==> config.mk <==
export PLATFORM = sky130hd
export DESIGN_NAME = sub_osc_clk_ctrl
export DESIGN_NICKNAME = d
export VERILOG_FILES = /design/src/core/clk_ctrl_pkg.sv /design/src/core/sub_osc_clk_ctrl.sv
export VERILOG_INCLUDE_DIRS = /design/src /design/src/core
export SDC_FILE = /design/constraint.sdc
export NUM_CORES = 1
export LEC_CHECK = 0
export BUFFER_PORTS_ARGS = -buffer_cell sky130_fd_sc_hd__buf_2
export CELL_PAD_IN_SITES_DETAIL_PLACEMENT = 1
export CELL_PAD_IN_SITES_GLOBAL_PLACEMENT = 2
export CORE_AREA = 2 2 99 101
export CTS_CLUSTER_SIZE = 12
export DETAILED_ROUTE_END_ITERATION = 7
export DIE_AREA = 0 0 101 103
export PLACE_DENSITY = 0.8
export SYNTH_ARGS = -nofsm -noshare
export SYNTH_HDL_FRONTEND = slang
export SYNTH_SLANG_ARGS = --single-unit
==> constraint.sdc <==
create_clock -name mclk_i -period 5 [get_ports mclk_i]
set_input_delay 1 -clock mclk_i [delete_from_list [all_inputs] [get_ports mclk_i]]
set_output_delay 1 -clock mclk_i [all_outputs]
set_load 0.01 [all_outputs]
==> src/core/clk_ctrl_defines.svh <==
// Register map, field positions, reset values and counts of the clock control block
// Rules for this block and the software that drives it
// Software reads the synchronised sub-oscillator input pin level at clock mode bit 3
// Software avoids stop mode while an external clock drives either clock input
// CPU and peripheral rates come from dividing the main clock
// Reset clears every bit of the sub-oscillator control register
// Feedback cut flag 0 enables the feedback resistor, 1 disconnects it
// Drive reduce flag 1 lowers inverter drive, 0 keeps full drive
// Software keeps drive reduce at 0 below 2.7 V supply
// Unused sub clock: software writes sub-oscillator control as 0001B
// System clock bit 0 picks the source, processor clock bits 1:0 the divider
// After a selection write the old clock runs on until the switch point
// Main divider changes take at most 1/4/8/16 cycles; sub to main one; the code waits up to one old machine cycle, 64/16/8/4 main clocks
// Main to sub takes at most old machine cycle plus one sub clock period
// Software never selects the sub clock while divider setting is 01
// Software waits the full switch delay before stopping the main oscillator
// One machine cycle is one period of the selected CPU clock
// Software waits longer than the nominal switch delay
// Reset clears system and processor clock registers: slowest main speed
// On the sub clock the divider bits are ignored; CPU runs at a quarter rate
// Main oscillator stop bit acts only while the sub clock is selected
// Source changes only on clean boundaries, never a shortened CPU clock pulse
`ifndef CLK_CTRL_DEFINES_SVH
`define CLK_CTRL_DEFINES_SVH

`define ADDR_SUB_OSC 8'h00
`define ADDR_CLK_MODE 8'h04
`define ADDR_SYS_CLK 8'h08
`define ADDR_PROC_CLK 8'h0C
`define ADDR_SW_STATUS 8'h10

`define FB_CUT_BIT 0
`define DRV_RED_BIT 1
`define PIN_STATE_BIT 3
`define SUB_SEL_BIT 0
`define OSC_STOP_BIT 3

`define SUB_OSC_RST 4'h0
`define PROC_CLK_RST 2'h0
`define SYS_CLK_RST 1'h0

`define DIV_MASK_00 6'h3F
`define DIV_MASK_01 6'h0F
`define DIV_MASK_10 6'h07
`define DIV_MASK_11 6'h03
`define PERIPH_MASK 6'h03
`define SUB_EDGES_LAST 2'h3

`define RESP_OKAY 2'h0
`define RESP_SLVERR 2'h2

`endif

==> src/core/clk_ctrl_pkg.sv <==
// Types shared by the clock control block
package clk_ctrl_pkg;

    typedef struct packed {
        logic awvalid;
        logic [7:0] awaddr;
        logic wvalid;
        logic [31:0] wdata;
        logic [3:0] wstrb;
        logic bready;
        logic arvalid;
        logic [7:0] araddr;
        logic rready;
    } axi_req_t;

    typedef struct packed {
        logic awready;
        logic wready;
        logic bvalid;
        logic [1:0] bresp;
        logic arready;
        logic rvalid;
        logic [31:0] rdata;
        logic [1:0] rresp;
    } axi_rsp_t;

    typedef enum logic [1:0] {
        SW_IDLE = 2'h0,
        SW_WAIT_OLD = 2'h1,
        SW_WAIT_SUB = 2'h3
    } sw_state_t;

    typedef struct packed {
        axi_rsp_t rsp;
        logic aw_got;
        logic [7:0] awaddr;
        logic w_got;
        logic [3:0] wdata;
        logic wstrb0;
        logic [3:0] sub_oscillator_control;
        logic sub_sel;
        logic osc_stop;
        logic [1:0] processor_clock_ctrl_reg;
        logic act_sub;
        logic [1:0] act_div;
        sw_state_t sw;
        logic pin_s1;
        logic pin_s2;
        logic pin_s3;
        logic [5:0] mdiv;
        logic [1:0] sub_cnt;
        logic cpu_tick;
        logic periph_tick;
        logic fb_en;
        logic drv_red;
        logic stop_out;
    } state_t;

endpackage

==> src/core/sub_osc_clk_ctrl.sv <==
// Sub-oscillator control and CPU clock source switch with AXI4-Lite registers
//
// Our own choices: the address map and the AXI4-Lite interface to the registers.
`timescale 1ns/100ps
`include "clk_ctrl_defines.svh"

module sub_osc_clk_ctrl
    import clk_ctrl_pkg::*;
(
    input wire logic mclk_i,
    input wire logic rst_n_i,
    input axi_req_t axi_req_i,
    output axi_rsp_t axi_rsp_o,
    input wire logic sub_osc_in_pin_i,
    output logic cpu_tick_o,
    output logic periph_tick_o,
    output logic sub_active_o,
    output logic feedback_en_o,
    output logic drive_reduce_o,
    output logic main_osc_stop_o
);

    // ------------------------------------------------------------
    // Helpers
    // ------------------------------------------------------------
    function automatic logic [5:0] div_mask(input logic [1:0] sel);
        case (sel)
            2'h0: div_mask = `DIV_MASK_00;
            2'h1: div_mask = `DIV_MASK_01;
            2'h2: div_mask = `DIV_MASK_10;
            default: div_mask = `DIV_MASK_11;
        endcase
    endfunction

    function automatic logic [31:0] read_word(input state_t s, input logic [7:0] a);
        read_word = 32'h0;
        case (a)
            `ADDR_SUB_OSC: read_word[3:0] = s.sub_oscillator_control;
            `ADDR_CLK_MODE: read_word[`PIN_STATE_BIT] = s.pin_s2;
            `ADDR_SYS_CLK: begin
                read_word[`SUB_SEL_BIT] = s.sub_sel;
                read_word[`OSC_STOP_BIT] = s.osc_stop;
            end
            `ADDR_PROC_CLK: read_word[1:0] = s.processor_clock_ctrl_reg;
            `ADDR_SW_STATUS: read_word[4:0] = {s.sw, s.act_div, s.act_sub};
            default: read_word = 32'h0;
        endcase
    endfunction

    function automatic logic mapped(input logic [7:0] a);
        mapped = (a == `ADDR_SUB_OSC) || (a == `ADDR_CLK_MODE) || (a == `ADDR_SYS_CLK) ||
                 (a == `ADDR_PROC_CLK) || (a == `ADDR_SW_STATUS);
    endfunction

    state_t st_q;
    state_t st_d;
    logic sub_edge;
    logic main_tick;
    logic want_sub;
    logic [1:0] want_div;

    // ------------------------------------------------------------
    // Next state
    // ------------------------------------------------------------
    always_comb begin
        st_d = st_q;
        // Pin synchroniser; only the last two stages feed logic
        st_d.pin_s1 = sub_osc_in_pin_i;
        st_d.pin_s2 = st_q.pin_s1;
        st_d.pin_s3 = st_q.pin_s2;
        sub_edge = st_q.pin_s2 & ~st_q.pin_s3;

        // Main divider halts while the oscillator is stopped
        if (!st_q.stop_out) begin
            st_d.mdiv = st_q.mdiv + 6'h01;
        end
        main_tick = !st_q.stop_out && ((st_q.mdiv & div_mask(st_q.act_div)) ==
                    div_mask(st_q.act_div));
        st_d.periph_tick = !st_q.stop_out && ((st_q.mdiv & `PERIPH_MASK) == `PERIPH_MASK);

        // Machine cycle tick from the active source
        st_d.cpu_tick = 1'b0;
        if (st_q.act_sub) begin
            if (sub_edge) begin
                st_d.sub_cnt = st_q.sub_cnt + 2'h1;
                st_d.cpu_tick = (st_q.sub_cnt == `SUB_EDGES_LAST);
            end
        end else if (st_q.sw != SW_WAIT_SUB) begin
            st_d.cpu_tick = main_tick;
        end

        // Switch sequencer
        want_sub = st_q.sub_sel;
        want_div = st_q.processor_clock_ctrl_reg;
        case (st_q.sw)
            SW_IDLE: begin
                if (want_sub != st_q.act_sub || (!want_sub && want_div != st_q.act_div)) begin
                    st_d.sw = SW_WAIT_OLD;
                end
            end
            SW_WAIT_OLD: begin
                if (want_sub == st_q.act_sub && (want_sub || want_div == st_q.act_div)) begin
                    st_d.sw = SW_IDLE;
                end else if (st_d.cpu_tick && !st_q.osc_stop) begin
                    // Leave the old clock only at the end of its machine cycle
                    if (want_sub) begin
                        st_d.sw = SW_WAIT_SUB;
                    end else begin
                        st_d.act_sub = 1'b0;
                        st_d.act_div = want_div;
                        st_d.sw = SW_IDLE;
                    end
                end
            end
            SW_WAIT_SUB: begin
                // Join the sub clock on its own rising edge
                if (sub_edge) begin
                    st_d.act_sub = 1'b1;
                    st_d.sub_cnt = 2'h1;
                    st_d.sw = SW_IDLE;
                end
            end
            default: st_d.sw = SW_IDLE;
        endcase

        // Bus: write address and data in either order
        if (axi_req_i.awvalid && st_q.rsp.awready) begin
            st_d.aw_got = 1'b1;
            st_d.awaddr = axi_req_i.awaddr;
        end
        if (axi_req_i.wvalid && st_q.rsp.wready) begin
            st_d.w_got = 1'b1;
            st_d.wdata = axi_req_i.wdata[3:0];
            st_d.wstrb0 = axi_req_i.wstrb[0];
        end
        if (st_q.rsp.bvalid && axi_req_i.bready) begin
            st_d.rsp.bvalid = 1'b0;
        end
        if (st_q.aw_got && st_q.w_got && !st_q.rsp.bvalid) begin
            st_d.aw_got = 1'b0;
            st_d.w_got = 1'b0;
            st_d.rsp.bvalid = 1'b1;
            st_d.rsp.bresp = mapped(st_q.awaddr) ? `RESP_OKAY : `RESP_SLVERR;
            if (st_q.wstrb0) begin
                case (st_q.awaddr)
                    `ADDR_SUB_OSC: st_d.sub_oscillator_control = st_q.wdata;
                    `ADDR_SYS_CLK: begin
                        st_d.sub_sel = st_q.wdata[`SUB_SEL_BIT];
                        // Stop accepted only while running on the sub clock
                        st_d.osc_stop = st_q.wdata[`OSC_STOP_BIT] & st_q.act_sub &
                                        st_q.sub_sel;
                    end
                    `ADDR_PROC_CLK: st_d.processor_clock_ctrl_reg = st_q.wdata[1:0];
                    default: st_d.sub_oscillator_control = st_q.sub_oscillator_control;
                endcase
            end
        end
        st_d.rsp.awready = !st_d.aw_got && !st_d.rsp.bvalid;
        st_d.rsp.wready = !st_d.w_got && !st_d.rsp.bvalid;

        // Bus: read
        if (st_q.rsp.rvalid && axi_req_i.rready) begin
            st_d.rsp.rvalid = 1'b0;
        end
        if (axi_req_i.arvalid && st_q.rsp.arready) begin
            st_d.rsp.rvalid = 1'b1;
            st_d.rsp.rdata = read_word(st_q, axi_req_i.araddr);
            st_d.rsp.rresp = mapped(axi_req_i.araddr) ? `RESP_OKAY : `RESP_SLVERR;
        end
        st_d.rsp.arready = !st_d.rsp.rvalid;

        // Oscillator controls
        st_d.fb_en = !st_d.sub_oscillator_control[`FB_CUT_BIT];
        st_d.drv_red = st_d.sub_oscillator_control[`DRV_RED_BIT];
        st_d.stop_out = st_d.osc_stop;

        if (!rst_n_i) begin
            st_d = '0;
            st_d.sub_oscillator_control = `SUB_OSC_RST;
            st_d.processor_clock_ctrl_reg = `PROC_CLK_RST;
            st_d.sub_sel = `SYS_CLK_RST;
            st_d.act_div = `PROC_CLK_RST;
            st_d.sw = SW_IDLE;
            st_d.fb_en = 1'b1;
        end
    end

    always_ff @(posedge mclk_i) begin
        st_q <= st_d;
    end

    // ------------------------------------------------------------
    // Outputs
    // ------------------------------------------------------------
    assign axi_rsp_o = st_q.rsp;
    assign cpu_tick_o = st_q.cpu_tick;
    assign periph_tick_o = st_q.periph_tick;
    assign sub_active_o = st_q.act_sub;
    assign feedback_en_o = st_q.fb_en;
    assign drive_reduce_o = st_q.drv_red;
    assign main_osc_stop_o = st_q.stop_out;
endmodule // sub_osc_clk_ctrl

==> results of run 1 <==
==> cell type report <==
| type | count | area [sq um] | area share, % |
|---|---|---|---|
| inverters | 2 | 7.51 | 0.265 |
| clock buffers | 6 | 82.6 | 2.91 |
| repair buffers | 46 | 230 | 8.11 |
| well taps | 114 | 143 | 5.03 |
| multi-input cells | 216 | 1280 | 45.1 |
| flip-flops and latches | 54 | 1080 | 38.1 |
| clock inverters | 2 | 12.5 | 0.441 |
==> stage by stage <==
stage | cells | power, W
6_report | 440 | 0.000774
4_1_cts | 440 | 0.000789
5_1_grt | 440 | 0.000821
3_5_place_dp | 432 | 0.000534
3_3_place_gp | 432 | 0.000532
2_1_floorplan | 326 | 0.000530
==> worst min path at each step <==
stage / endpoint / slack [ns] / cells past startpoint
floorplan: st_q[14] / 0.41 / 1
global placement: st_q[14] / 0.43 / 1
detailed placement: st_q[14] / 0.43 / 1
CTS: st_q[14] / 0.47 / 1
global route: st_q[14] / 0.50 / 1
finish: st_q[14] / 0.46 / 1
==> registers in the layout (all words and copies together) (netlist names) <==
register,flops
axi_rsp_o,12
cpu_tick_o,1
feedback_en_o,1
main_osc_stop_o,1
periph_tick_o,1
st_q,34
sub_active_o,1
want_div,2
want_sub,1
==> power groups by stage <==
stage	clock network, W	logic (W)	registers, W
after floorplan	0	0.0000696	0.000461
after global placement	0	0.0000692	0.000463
after detailed placement	0	0.0000707	0.000464
after CTS	0.000264	0.0000711	0.000454
after global routing	0.000284	0.0000813	0.000456
final	0.000251	0.0000700	0.000453
==> metal layers <==
layer / vias to the layer above / track usage, % / wire, um
met5: - / 0 / 0
met4: 0 / 2.81 / 39
met3: 5 / 2.31 / 280
met2: 47 / 18.2 / 2500
met1: 917 / 13.2 / 2460
li1: 979 / - / -
==> cell families after synthesis <==
family | synth area share [%]
multiplexers | 6.13
other | 0.143
flip-flops | 41.1
AND/OR/NAND/NOR | 24.3
AO/OA/AOI/OAI | 11.2
XOR/XNOR | 2.00
buffers and inverters | 14.2
adder cells (fa/ha/maj) | 0.951
==> placed cells by master (no fill, tap or decap), drive strengths merged, types with 5 or more instances in the layout <==
| cell type | count |
|---|---|
| buf | 46 |
| nor2 | 11 |
| o21ai | 5 |
| and2 | 9 |
| a22oi | 5 |
| a21oi | 7 |
| clkbuf | 6 |
| mux2i | 15 |
| nand3 | 9 |
| conb | 29 |
| nor2b | 21 |
| and3 | 6 |
| dfxtp | 54 |
| nand2b | 7 |
| nand2 | 42 |
| a21boi | 17 |
==> flow_metrics.tcl, run 1 <==
set metrics [dict create \
    ys_types 40 \
    pwr-share-clk_pct 32.4 \
    antenna_found_initial 0 \
    synth_top_area_share_pct 41.1 \
    gp_congestion 0.728 \
    p_sw_share_pct 24.7 \
    drv_slew 0 \
    n_fill_cell 1145 \
    root_buffer "clkbuf_8" \
    cpMaxStageDelayCell "dfxtp_1" \
    first_pass_iters 4 \
    drt_drc_violations_left 0 \
    worstMarginPinSlew_ns 0.803 \
    r2r_slack_ns 3.10 \
    dpl_cell_area_sq_um 2740 \
    seq_power_share_pct 58.5 \
    pwr-share-comb_pct 9.0 \
    layout-drive-gt1-share_pct 18.1 \
    rows 36 \
    fin_ws_ns 2.92 \
    setup_viol 0 \
    grt.overflow.total 0 \
    slew-limit-headroom_pct 46.5 \
    hold_path_startpoint "st_q[15]" \
    synth_edf_count 0 \
    clockBufferDepth 2 \
    cp.required_ns 4.00 \
    ir_drop_mv 0.114 \
    max_stage_delay_ns 0.57 \
    path_class "register to primary output" \
    grt_pass1_wl_um 8850 \
    synth_largest_area_cell "dfxtp_1" \
    finalCriticalPeriod_ns 2.08 \
    path_clk_slew_ns 0.10 \
    yosys_warnings 0 \
    synth_area_sq_um 2630 \
    rsz0062_at_grt "false" \
    ant_nets 0 \
    cap_violations 0 \
    area_delta_synth_final_pct 7.85 \
    via_count 1948 \
    worstSkewPairLatency_ns 0.31 \
    worstPathArrival_ns 1.08 \
    cp.depth 1 \
    clock-skew-final_ns 0.0118 \
    yosysMostFrequentCell "dfxtp_1" \
    pin_count 107 \
    dieArea_sq_um 10400 \
    dp_slack_ns 2.90 \
    hold_viol 0 \
    status "complete, no violations" \
    timing.final.crit_share_pct 41.6 \
    leakagePower_nw 1.21 \
    max_freq_mhz 480 \
    port-buffer-count 46 \
    synth-async-reset-ratio_pct 0 \
    die_w_um 101 \
    ys_seq_area_share_pct 41.1 \
    final_net_count 387 \
    drt-initial-drc-count 34 \
    ys_ff_latch 54 \
    switchingPower_w 0.000191 \
    hpwl_um 3980 \
    avgRoutedWirePerCell_um 12.0 \
    cp-end-kind "primary output" \
    fin_area_sq_um 2840 \
    r2r_cells 5 \
    grt_usage_pct 10.5 \
    diodes 0 \
    reg2reg_from "st_q[42]" \
    grt_max_degree 57 \
    htree_levels 2 \
    routed_via_density 4.43 \
    min_path_type "register to register" \
    cp-start-kind "register" \
    initial_utilization_pct 27.8 \
    post-route-util_pct 30.0 \
    cts-hold-fix-buffers 0 \
    cts_resized 0 \
    r2r-end "feedback_en_o" \
    p_per_area_nw_per_um2 273 \
    post_cts_buffers 0 \
    wl_um 5280 \
    endpoint "sub_active_o" \
    critPathTopFamily "flip-flops" \
    synth_cells 298 \
    holdWs_ns 0.460 \
    synthTopCellsByCount "54 x dfxtp_1, 42 x buf_4, 42 x nand2_1, 21 x nor2b_1, 16 x a21boi_0" \
    grt_pass1_vias 1897 \
    clock-sinks 54 \
    cts_tree "yes" \
    coreArea_sq_um 9460 \
    worst-path-buf-inv 1 \
    p_int_w 0.000583 \
    cts_buffers 5 \
    synth_flop_cell "dfxtp_1" \
    fin_setup_tns_ns 0 \
    synth_area_leaders "dfxtp_1 41%, buf_4 12%, nand2_1 6.0%" \
    path_cells "buf_2" \
    die_y_um 103 \
    avgSynthCellArea_sq_um 8.83 \
    crit_start "sub_active_o" \
    cp_max_fo 10 \
]
Power figures use the tool's default switching activity.
==> run 2, diff against run 1 <==
Settings changed: CORE_AREA 2 2 99 101 to 2 2 102 104, DIE_AREA 0 0 101 103 to 0 0 104 106, PLACE_DENSITY 0.8 to 0.76.
Clock period 5 ns to 2 ns, I/O delays scaled along.
==> run 2 against run 1 <==
Effect of this change:
- clock skew is 0.0030 ns higher
- sequential power is 150% higher
- core utilization is 0.72 points lower
- critical endpoint is now main_osc_stop_o
==> flow_metrics.tcl, run 2 (synthesis gave the netlist of run 1 again) <==
set metrics [dict create \
    status "complete, no violations" \
    diodes 0 \
    n_fill_cell 1241 \
    cap_violations 0 \
    pwr-share-comb_pct 8.7 \
    final_net_count 393 \
    cp-start-kind "register" \
    min_path_type "input pin to register" \
    worstSkewPairLatency_ns 0.32 \
    grt_pass1_wl_um 9500 \
    worstPathArrival_ns 2.09 \
    cts_tree "yes" \
    max_freq_mhz 541 \
    r2r-end "main_osc_stop_o" \
    initial_utilization_pct 26.3 \
    switchingPower_w 0.000497 \
    leakagePower_nw 1.24 \
    hold_path_startpoint "sub_osc_in_pin_i" \
    gp_congestion 0.741 \
    whs_path_depth 2 \
    htree_levels 2 \
    largest_register_ffs 34 \
    first_pass_iters 4 \
    cts_buffers 5 \
    finalCriticalPeriod_ns 1.85 \
    final_cells 468 \
    antenna_found_initial 0 \
    reg2reg_from "st_q[42]" \
    globalRouteMet1Util_pct 13.3 \
    whs_endpoint "st_q[15]" \
    fin_setup_tns_ns 0 \
    die_w_um 104 \
    r2r_slack_ns 0.15 \
    root_buffer "clkbuf_8" \
    coreArea_sq_um 10000 \
    path_clk_slew_ns 0.10 \
    drv_slew 0 \
    drt_drc_violations_left 0 \
    setup_viol 0 \
    ant_nets 0 \
    regMostFlops "st_q" \
    ir_drop_mv 0.259 \
    grt_pass1_vias 1958 \
    seq_power_share_pct 55.2 \
    via_count 1968 \
    clock-skew-final_ns 0.0148 \
    path_class "register to register" \
    p_sw_share_pct 24.2 \
    grt_usage_pct 10.7 \
    grt.overflow.total 0 \
    pin_count 107 \
    p_int_w 0.00156 \
    clock-sinks 54 \
    avgRoutedWirePerCell_um 12.0 \
    drt-initial-drc-count 43 \
    port-buffer-count 46 \
    cp_max_fo 4 \
    pwr-share-clk_pct 36.1 \
    clockBufferDepth 2 \
    rsz0062_at_grt "false" \
    r2r_cells 5 \
    dieArea_sq_um 11000 \
    wl_um 5620 \
    dp.cells 460 \
    hpwl_um 4290 \
    routed_via_density 4.21 \
    grt.busiest_layer "met2" \
    rows 37 \
    die_y_um 106 \
    final_common_cell "dfxtp_1" \
    cp.required_ns 2.24 \
    p_per_area_nw_per_um2 702 \
    cp-end-kind "register" \
    timing.final.crit_share_pct 92.4 \
    use_met2_pct 17.8 \
    hold_viol 0 \
    layout-drive-gt1-share_pct 19.6 \
    grt_max_degree 27 \
    layout_common_cells "54 x dfxtp_1, 46 x buf_2, 42 x nand2_1, 29 x conb_1, 20 x nor2b_1" \
    cts-hold-fix-buffers 0 \
    met3_usage_pct 3.49 \
    area_delta_synth_final_pct 11.3 \
]
[run 2: cell count changes in the layout (fill, tap and decap cells not counted), sizes merged]
cell    before  now
buf         46   52
clkinv       1    0
bufinv       0    1
[run 2: power by group through the flow]
stage	logic [W]	clock network [W]	registers, W
after floorplan	0.000174	0	0.00115
after global placement	0.000176	0	0.00116
after detailed placement	0.000181	0	0.00116
after CTS	0.000181	0.000784	0.00113
after global routing	0.000205	0.000838	0.00114
final	0.000179	0.000741	0.00113
[run 2: worst max-delay path, stage by stage, from the launching register on]
cell      delay (ns)
dfxtp_1         0.32
or4_4           0.55
nor4_4          0.31
nand3b_2        0.14
or3_1           0.32
a21boi_1        0.14
[run 2: final cells by class]
cell class                 count  area [sq um]  area share (%)
inverter                       2          7.51           0.256
timing repair buffer          52           275            9.40
clock buffer                   6          72.6            2.48
tap                          136           170            5.81
sequential                    54          1080            36.9
clock inverter                 2          37.5            1.28
multi-input combinational    216          1280            43.8
[run 2: metal layers]
metal / vias to the layer above / share of wire (%)
li1: 999 / -
met1: 919 / 46
met2: 43 / 47
met3: 7 / 4.9
met4: 0 / 1.2
met5: - / 0
[run 2: worst max path at each step]
stage | start | to | slack [ns] | cells past startpoint
2_1_floorplan | st_q[42] | main_osc_stop_o | 0.21 | 5
4_1_cts | st_q[42] | main_osc_stop_o | 0.08 | 5
5_1_grt | st_q[42] | main_osc_stop_o | 0.01 | 5
3_5_place_dp | st_q[42] | main_osc_stop_o | 0.13 | 5
6_report | st_q[42] | main_osc_stop_o | 0.15 | 5
3_3_place_gp | st_q[42] | feedback_en_o | 0.12 | 5
[run 2: what timing repair did]
action / CTS / global route
endpoints found under the hold margin: 0 / 0
endpoints found under the setup margin: 0 / 4
setup buffers: 0 / 0
resized for setup: 0 / 1
[run 2: per-stage QoR]
stage          hold slack (ns)  util (%)  power (W)  setup slack [ns]  instance area [sq um]
6_report                 0.282      29.3    0.00205             0.153                   2930
5_1_grt                  0.267      29.3    0.00218            0.0128                   2930
4_1_cts                  0.265      29.3    0.00210            0.0832                   2930
3_5_place_dp             0.427      28.2    0.00134             0.126                   2820
3_3_place_gp             0.429      28.2    0.00133             0.123                   2820
2_1_floorplan            0.412         -    0.00133             0.212                   2740
